[src/core/adc_port_map.vh]
`ifndef ADC_PORT_MAP_VH
`define ADC_PORT_MAP_VH
// ---------------------------------------------------------------
// widths and latency
// ---------------------------------------------------------------
`define CODE_WIDTH        10
`define PIPE_LATENCY      5
// ---------------------------------------------------------------
// format select levels (two-bit digitised four-level pin)
// ---------------------------------------------------------------
`define FMT_GND           2'h0
`define FMT_THIRD         2'h1
`define FMT_TWO_THIRDS    2'h2
`define FMT_SUPPLY        2'h3
// ---------------------------------------------------------------
// power states
// ---------------------------------------------------------------
`define PWR_NORMAL        2'h0
`define PWR_HIZ           2'h1
`define PWR_NAP           2'h2
`define PWR_SLEEP         2'h3
// ---------------------------------------------------------------
// register offsets
// ---------------------------------------------------------------
`define REG_STATUS        4'h0
`define REG_MASK          4'h1
`define REG_STATE         4'h2
`define REG_COUNT         4'h3
// ---------------------------------------------------------------
// status bit positions and reset values
// ---------------------------------------------------------------
`define ST_RANGE          0
`define ST_RESUME         1
`define ST_WIDTH          2
`define MASK_RESET        2'h0
`endif

[src/core/adc_pipeline_output_port.v]
// Added by the designer: the register offsets and the address-and-strobe port.
`timescale 1ns/1ps
`default_nettype none
`include "adc_port_map.vh"

// Functional notes
// new sample taken on rising edge of encode, encode_pos above encode_neg.
// code appears five encode cycles after its capturing edge.
// power select low, enable low: convert and drive outputs.
// power select low, enable high: convert, outputs high impedance.
// power select high, enable low: nap, outputs high impedance.
// both high: sleep, outputs high impedance.
// capture logic latches code and flag on strobe falling edge.
// ten-bit word, highest bit is most significant.
// range flag high with words whose sample clipped.
// four-level select picks coding and stabiliser setting.
// track while encode low, hold at rising edge.
// two's complement mid-scale flickers all zeros and all ones.
// word, flag and strobe update together once per encode cycle.
// capture logic ignores outputs when disabled; discards five words after resuming (capture_model only gates on live_i and discards none).
module adc_pipeline_output_port #(
	parameter CODE_W  = `CODE_WIDTH,
	parameter LATENCY = `PIPE_LATENCY
) (
	input  wire              ref_clk_i,
	input  wire              reset_i,
	input  wire              encode_pos_i,
	input  wire              encode_neg_i,
	input  wire [CODE_W-1:0] analog_code_i,
	input  wire              analog_over_i,
	input  wire              analog_under_i,
	input  wire              power_down_select_i,
	input  wire              output_enable_n_i,
	input  wire [1:0]        format_select_i,
	input  wire [3:0]        reg_addr_i,
	input  wire [7:0]        reg_wdata_i,
	input  wire              reg_write_i,
	input  wire              reg_read_i,
	output reg  [7:0]        reg_rdata_o,
	output reg  [CODE_W-1:0] sample_code_bits_o,
	output reg  [CODE_W-1:0] sample_code_bits_oe_o,
	output reg               range_flag_o,
	output reg               range_flag_oe_o,
	output reg               data_valid_strobe_o,
	output reg               data_valid_strobe_oe_o,
	output reg               twos_complement_o,
	output reg               stabiliser_on_o,
	output reg  [1:0]        power_state_o,
	output reg               irq_o
);
	// ---------------------------------------------------------------
	// input synchronisation
	// ---------------------------------------------------------------
	localparam SW = CODE_W + 8;
	wire [SW-1:0] sync_w;
	wire          enc_s;
	wire [CODE_W-1:0] code_s;
	wire          over_s;
	wire          under_s;
	wire          pd_s;
	wire          oen_s;
	wire [1:0]    fmt_s;

	// every pin except the register port crosses two flops; the analog code is assumed quasi-static
	// relative to the fast clock, so per-bit skew is tolerated
	// both encode legs cross on their own: comparing the raw legs would let
	// a skew glitch between them reach the edge detector
	sync2 #(
		.WIDTH (SW)
	) u_sync (
		.ref_clk_i (ref_clk_i),
		.reset_i   (reset_i),
		.async_i   ({encode_pos_i, encode_neg_i, analog_code_i, analog_over_i,
		             analog_under_i, power_down_select_i, output_enable_n_i,
		             format_select_i}),
		.sync_o    (sync_w)
	);
	// encode high is positive leg up, negative leg down
	assign enc_s   = sync_w[SW-1] & ~sync_w[SW-2];
	assign code_s  = sync_w[SW-3:6];
	assign over_s  = sync_w[5];
	assign under_s = sync_w[4];
	assign pd_s    = sync_w[3];
	assign oen_s   = sync_w[2];
	assign fmt_s   = sync_w[1:0];

	// ---------------------------------------------------------------
	// encode edge detect and track/hold
	// ---------------------------------------------------------------
	reg          enc_q;
	reg [CODE_W-1:0] held_code_q;
	reg          held_range_q;
	wire         enc_rise;
	wire         enc_fall;
	wire         converting;

	assign enc_rise   = enc_s & ~enc_q;
	assign enc_fall   = ~enc_s & enc_q;
	assign converting = ~pd_s;

	// track then hold
	always @(posedge ref_clk_i or posedge reset_i) begin
		if (reset_i) begin
			enc_q        <= 1'b0;
			held_code_q  <= {CODE_W{1'b0}};
			held_range_q <= 1'b0;
		end else begin
			enc_q <= enc_s;
			// capture on rising encode
			if (enc_rise && converting) begin
				held_code_q  <= code_s;
				held_range_q <= over_s | under_s;
			end
		end
	end

	// ---------------------------------------------------------------
	// format decode
	// ---------------------------------------------------------------
	reg fmt_twos;
	reg fmt_stab;
	// four-level select decode
	always @* begin
		fmt_twos = 1'b0;
		fmt_stab = 1'b0;
		case (fmt_s)
			`FMT_GND: begin
				fmt_twos = 1'b0;
				fmt_stab = 1'b0;
			end
			`FMT_THIRD: begin
				fmt_twos = 1'b0;
				fmt_stab = 1'b1;
			end
			`FMT_TWO_THIRDS: begin
				fmt_twos = 1'b1;
				fmt_stab = 1'b1;
			end
			default: begin
				fmt_twos = 1'b1;
				fmt_stab = 1'b0;
			end
		endcase
	end

	// two's complement flips msb so mid-scale toggles zeros and ones
	wire [CODE_W-1:0] coded;
	assign coded = fmt_twos ? {~held_code_q[CODE_W-1], held_code_q[CODE_W-2:0]}
	                        : held_code_q;

	// ---------------------------------------------------------------
	// pipeline of latency stages
	// ---------------------------------------------------------------
	reg [CODE_W:0] pipe_q [0:LATENCY-1];
	genvar gi;
	// fixed latency, stage advance per encode rise
	generate
		for (gi = 0; gi < LATENCY; gi = gi + 1) begin : g_pipe
			wire [CODE_W:0] stage_in;
			// head stage loads the held sample, later stages copy the one before
			if (gi == 0) begin : g_head
				assign stage_in = {held_range_q, coded};
			end else begin : g_body
				assign stage_in = pipe_q[gi-1];
			end
			always @(posedge ref_clk_i or posedge reset_i) begin
				if (reset_i) begin
					pipe_q[gi] <= {(CODE_W+1){1'b0}};
				end else if (enc_rise && converting) begin
					pipe_q[gi] <= stage_in;
				end
			end
		end
	endgenerate

	// ---------------------------------------------------------------
	// power state
	// ---------------------------------------------------------------
	reg [1:0] pwr_d;
	// normal
	// converting, outputs off
	// nap
	// sleep
	always @* begin
		case ({pd_s, oen_s})
			2'h0:    pwr_d = `PWR_NORMAL;
			2'h1:    pwr_d = `PWR_HIZ;
			2'h2:    pwr_d = `PWR_NAP;
			default: pwr_d = `PWR_SLEEP;
		endcase
	end
	wire drive_en;
	assign drive_en = (pwr_d == `PWR_NORMAL);

	// ---------------------------------------------------------------
	// output stage
	// ---------------------------------------------------------------
	reg [3:0] warm_q;
	// word, flag and strobe move together; strobe falls at encode rise
	always @(posedge ref_clk_i or posedge reset_i) begin
		if (reset_i) begin
			sample_code_bits_o     <= {CODE_W{1'b0}};
			sample_code_bits_oe_o  <= {CODE_W{1'b0}};
			range_flag_o           <= 1'b0;
			range_flag_oe_o        <= 1'b0;
			data_valid_strobe_o    <= 1'b0;
			data_valid_strobe_oe_o <= 1'b0;
			twos_complement_o      <= 1'b0;
			stabiliser_on_o        <= 1'b0;
			power_state_o          <= `PWR_SLEEP;
		end else begin
			twos_complement_o      <= fmt_twos;
			stabiliser_on_o        <= fmt_stab;
			power_state_o          <= pwr_d;
			sample_code_bits_oe_o  <= {CODE_W{drive_en}};
			range_flag_oe_o        <= drive_en;
			data_valid_strobe_oe_o <= drive_en;
			// strobe is encode inverted so its falling edge follows new data by half a cycle
			if (enc_fall) begin
				data_valid_strobe_o <= 1'b1;
			end else if (enc_rise) begin
				data_valid_strobe_o <= 1'b0;
			end
			// msb in top bit
			// range flag with its word
			if (enc_fall && converting) begin
				sample_code_bits_o <= pipe_q[LATENCY-1][CODE_W-1:0];
				range_flag_o       <= pipe_q[LATENCY-1][CODE_W];
			end
		end
	end

	// ---------------------------------------------------------------
	// resume tracking: counts encode cycles after leaving nap or sleep
	// ---------------------------------------------------------------
	reg  pd_q;
	wire resume_evt;
	assign resume_evt = pd_q & ~pd_s;
	// flag words that capture logic should discard
	always @(posedge ref_clk_i or posedge reset_i) begin
		if (reset_i) begin
			pd_q   <= 1'b0;
			warm_q <= 4'h0;
		end else begin
			pd_q <= pd_s;
			if (resume_evt) begin
				warm_q <= LATENCY[3:0];
			end else if (enc_rise && converting && warm_q != 4'h0) begin
				warm_q <= warm_q - 4'h1;
			end
		end
	end

	// ---------------------------------------------------------------
	// registers and interrupt
	// ---------------------------------------------------------------
	reg [`ST_WIDTH-1:0] status_q;
	reg [`ST_WIDTH-1:0] mask_q;
	reg [7:0]           count_q;
	wire [`ST_WIDTH-1:0] evt;
	wire [`ST_WIDTH-1:0] clr;
	assign evt[`ST_RANGE]  = enc_fall & converting & pipe_q[LATENCY-1][CODE_W];
	assign evt[`ST_RESUME] = resume_evt;
	assign clr = (reg_write_i && reg_addr_i == `REG_STATUS) ?
	             reg_wdata_i[`ST_WIDTH-1:0] : {`ST_WIDTH{1'b0}};

	// sticky status, set wins over clear
	always @(posedge ref_clk_i or posedge reset_i) begin
		if (reset_i) begin
			status_q <= {`ST_WIDTH{1'b0}};
			mask_q   <= `MASK_RESET;
			count_q  <= 8'h00;
			irq_o    <= 1'b0;
		end else begin
			status_q <= (status_q & ~clr) | evt;
			if (reg_write_i && reg_addr_i == `REG_MASK) begin
				mask_q <= reg_wdata_i[`ST_WIDTH-1:0];
			end
			if (evt[`ST_RANGE] && count_q != 8'hFF) begin
				count_q <= count_q + 8'h01;
			end
			irq_o <= |(((status_q & ~clr) | evt) & mask_q);
		end
	end

	// read data one cycle after strobe, zero otherwise
	always @(posedge ref_clk_i or posedge reset_i) begin
		if (reset_i) begin
			reg_rdata_o <= 8'h00;
		end else if (reg_read_i) begin
			case (reg_addr_i)
				`REG_STATUS: reg_rdata_o <= {6'h00, status_q};
				`REG_MASK:   reg_rdata_o <= {6'h00, mask_q};
				`REG_STATE:  reg_rdata_o <= {warm_q, fmt_stab, fmt_twos, pwr_d};
				`REG_COUNT:  reg_rdata_o <= count_q;
				default:     reg_rdata_o <= 8'h00;
			endcase
		end else begin
			reg_rdata_o <= 8'h00;
		end
	end
endmodule
`default_nettype wire

[src/core/sync2.v]
`timescale 1ns/1ps
`default_nettype none
// ---------------------------------------------------------------
// two-flop synchroniser, one per bit
// ---------------------------------------------------------------
module sync2 #(
	parameter WIDTH = 1
) (
	input  wire             ref_clk_i,
	input  wire             reset_i,
	input  wire [WIDTH-1:0] async_i,
	output wire [WIDTH-1:0] sync_o
);
	reg [WIDTH-1:0] meta_q;
	reg [WIDTH-1:0] sync_q;

	// first stage read only by second stage
	always @(posedge ref_clk_i or posedge reset_i) begin
		if (reset_i) begin
			meta_q <= {WIDTH{1'b0}};
			sync_q <= {WIDTH{1'b0}};
		end else begin
			meta_q <= async_i;
			sync_q <= meta_q;
		end
	end
	assign sync_o = sync_q;
endmodule
`default_nettype wire

[config.mk]
export PLATFORM = sky130hd
export DESIGN_NAME = adc_pipeline_output_port
export DESIGN_NICKNAME = d
export VERILOG_FILES = /design/src/core/adc_pipeline_output_port.v /design/src/core/sync2.v
export VERILOG_INCLUDE_DIRS = /design/src /design/src/core
export SDC_FILE = /design/constraint.sdc
export NUM_CORES = 1
export LEC_CHECK = 0
export BUFFER_PORTS_ARGS = -buffer_cell sky130_fd_sc_hd__buf_2
export CAP_MARGIN = 20
export CORE_ASPECT_RATIO = 0.9
export CORE_MARGIN = 2
export CORE_UTILIZATION = 61
export DETAILED_ROUTE_END_ITERATION = 6
export GPL_ROUTABILITY_DRIVEN = 0
export GPL_TIMING_DRIVEN = 0
export HOLD_SLACK_MARGIN = 0.08
export PLACE_DENSITY = 0.84
export SLEW_MARGIN = 5
export SYNTH_ARGS = -nofsm -noshare
export SYNTH_HDL_FRONTEND = slang
export SYNTH_SLANG_ARGS = --single-unit
[constraint.sdc]
create_clock -name ref_clk_i -period 12.55 [get_ports ref_clk_i]
set_input_delay 1.8825 -clock ref_clk_i [delete_from_list [all_inputs] [get_ports ref_clk_i]]
set_output_delay 1.8825 -clock ref_clk_i [all_outputs]
set_load 0.03 [all_outputs]
==> summary.txt <==
Run status
  – Outcome: completed

Flow run
  – Maxcap violations: 0

Floorplanning
  – Die Y: 93.1 um
  – Total Die Area: 0.00958 mm^2
  – Die W: 103 um
  – CORE AREA: 0.00857 mm^2
  – Initial cell density of the core: 0.627
  – Row cnt: 32
  – Num ports: 71

Clocking
  – CTS tree: yes
  – Worst-path clk slew: 0.06 ns
  – CTS max path bufs: 2
  – Postcts setup bufs: 0
  – Clk Latency, worst-skew pair: 0.52 ns
  – Hold buffers post-CTS: 0
  – TritonCTS Buffers: 17
  – Root Buffer Master: clkbuf_8
  – CTS H-tree lvls: 4
  – Resized cells post-CTS: 0
  – TritonCTS Sinks: 146

Critical path
  – Setup crit start: data_valid_strobe_oe_o
  – CP arrival: 1.41 ns
  – Crit. End Element: output pin
  – WP data required: 10.67 ns
  – Kind of start point of the critical path: register
  – Worst path slowest cell: dfrtp_1
  – Crit path kind: reg2out
  – FF-to-FF path depth: 8
  – Worst flop-to-flop path startpoint: u_sync.sync_o[16]
  – CP max FO: 12
  – Crit-path max cell delay: 0.53 ns
  – Worst-path cell chain: buf_4 -> buf_2

Timing
  – WHS: 0.343 ns
  – Setup TNS: 0 ns
  – Fmax: 304 MHz
  – RSZ-0062 raised after global routing: no
  – Final Max Slew Viols: 0
  – Hold Vio Cnt, Final: 0
  – Final setup viols: 0
  – Tmin final: 3.29 ns
  – Final worst-path cycle share: 0.262
  – Max Clock Skew: 0.00835 ns
  – Worst-Margin Slew: 0.512 ns
  – Relative slew slack: 0.657

Hold path
  – Hold_sp: u_sync.meta_q[15]
  – Hold Path Class: reg2reg
  – Worst Hold Path Cells: 0

Power and ir drop
  – Lkg Pwr: 3.48 nW
  – Clock power frac: 0.425
  – Worst vdd ir: 0.138 mV
  – Pwr/cell area: 189 mW/mm^2
  – Pint: 0.000920 W
  – Sequential share of power: 0.472
  – Comb pwr share: 0.103
  – Sw Share: 0.253
  – Total net switching power: 0.000311 W

Yosys
  – Synth cell types: 39
  – Yosys warns: 0
  – Top_reg_cell synth: dfrtp_1
  – EDFF count, synth: 0
  – Mean Syn Cell Area: 11.3 um^2
  – Synth Net Count: 517
  – Seq/Total Area, Yosys: 0.680
  – Syn Inst Count: 477
  – Post-synthesis async set-or-reset flop share: 1.00
  – Yosys reg bits: 146
  – Synthesized area: 0.00538 mm^2

Route
  – DRC: 0
  – Wire length per cell: 14.1 um
  – Vias per cell: 5.03
  – Initial DRT Pass Iterations: 4
  – Via count of the routed design: 3487
  – Drt total wl: 9.74 mm
  – Initial drt markers: 152
  – Number of routed nets with antenna violations: 0

Global route
  – Gr usage total: 0.231
  – Vias in the first global route: 3633
  – First-pass GRT wire length: 16.6 mm
  – Largest net degree at the start of global routing: 107
  – Global route total overflow: 0
  – Initial antenna violation count: 0

Layout
  – Commonest cells after routing, fill and taps aside: 202 x nand2_1, 144 x dfrtp_1, 77 x buf_2
  – Final std cells w/o fill: 693
  – Area Growth Syn to Fin: 21.0%
  – Post-route cell area: 0.00650 mm^2
  – Fill cell count: 556
  – ANT cells: 0
  – Final cell utilization of the core: 0.759
  – Final #Nets: 601
  – Most common cell after layout, fill and taps aside: nand2_1
  – Share of cells above drive strength 1: 0.240

Placement
  – DPL Wire Length: 6.10 mm
  – Post-DP Area: 0.00588 mm^2
  – Buffers on Ports: 64
  – Placed Cells: 661
## synth_stat cells, types with 5 or more instances
cell type    n  area [um^2]
a21oi_1      5         25.0
a22oi_1     10         75.1
buf_2       13         65.1
buf_4       12         90.1
dfrtp_1    144         3600
ha_1         6         75.1
inv_1        7         26.3
mux2_1      13          146
nand2_1    202          758
nand2b_1     6         37.5
nor2_1      15         56.3
## metal layers
metal | vias to the layer above | wire, um | global-route usage
li1 | 1675 | - | -
met1 | 1705 | 3910 | 0.287
met2 | 89 | 5180 | 0.384
met3 | 18 | 479 | 0.0568
met4 | 0 | 169 | 0.103
met5 | - | 0 | 0
## cell families (layout without fill, tap and decap cells)
kind of cell | Yosys count | in the layout | synth area share
compound gates | 27 | 27 | 0.0365
xor+xnor | 5 | 5 | 0.00814
fa+ha+maj | 6 | 6 | 0.0140
buf+inv | 37 | 134 | 0.0372
flops | 146 | 146 | 0.680
mux | 17 | 17 | 0.0361
simple gates | 239 | 239 | 0.188
## registers in the layout, summed over array words and instances, names as in the netlist, 2 cells and up
signal and flops:
g_pipe.stage_in 44, u_sync.meta_q 18, u_sync.sync_o 18, pipe_q 11
held_code_q 10, sample_code_bits_o 10, count_q 8, reg_rdata_o 8
warm_q 4, mask_q 2, power_state_o 2, status_q 2
## metrics by stage
stage	power, W	worst slack [ns]
finish	0.00123	9.26
global route	0.00129	9.17
CTS	0.00124	9.23
detailed placement	0.000711	9.50
global placement	0.000698	5.60
floorplan	0.000668	6.75
## path summary, 6_finish.rpt
path / to / slack, ns
worst min-delay path: u_sync.sync_o[15] / 0.34
worst min register to register: u_sync.sync_o[15] / 0.34
worst max register to register: pipe_q[1] / 10.59
worst max-delay path: sample_code_bits_oe_o[4] / 9.26
max in group asynchronous: u_sync.sync_o[8] / 10.37
min in group asynchronous: reg_rdata_o[6] / 1.36
## worst max-delay path, delay by kind of cell (launching register included)
kind	cells	cell delay [ns]
buf+inv	2	0.36
flops	1	0.53
## layout make-up
| type | instances | area, um^2 | share of cell area |
|---|---|---|---|
| Sequential cell | 146 | 3660 | 0.562 |
| Multi-Input combinational cell | 294 | 1520 | 0.234 |
| Clock buffer | 19 | 432 | 0.0664 |
| Timing Repair Buffer | 65 | 348 | 0.0535 |
| Clock inverter | 13 | 195 | 0.0300 |
| Buffer | 30 | 174 | 0.0267 |
| Tap cell | 119 | 149 | 0.0229 |
| Inverter | 7 | 31.3 | 0.00481 |
## power groups by stage
stage / Clock [W] / Sequential, W / Combinational, W
5_1_grt: 0.000556 / 0.000589 / 0.000145
2_1_floorplan: 0 / 0.000594 / 0.0000740
3_3_place_gp: 0 / 0.000583 / 0.000115
4_1_cts: 0.000532 / 0.000581 / 0.000129
6_report: 0.000522 / 0.000581 / 0.000127
3_5_place_dp: 0 / 0.000587 / 0.000124
No activity file was read; power rests on OpenSTA's default activity.
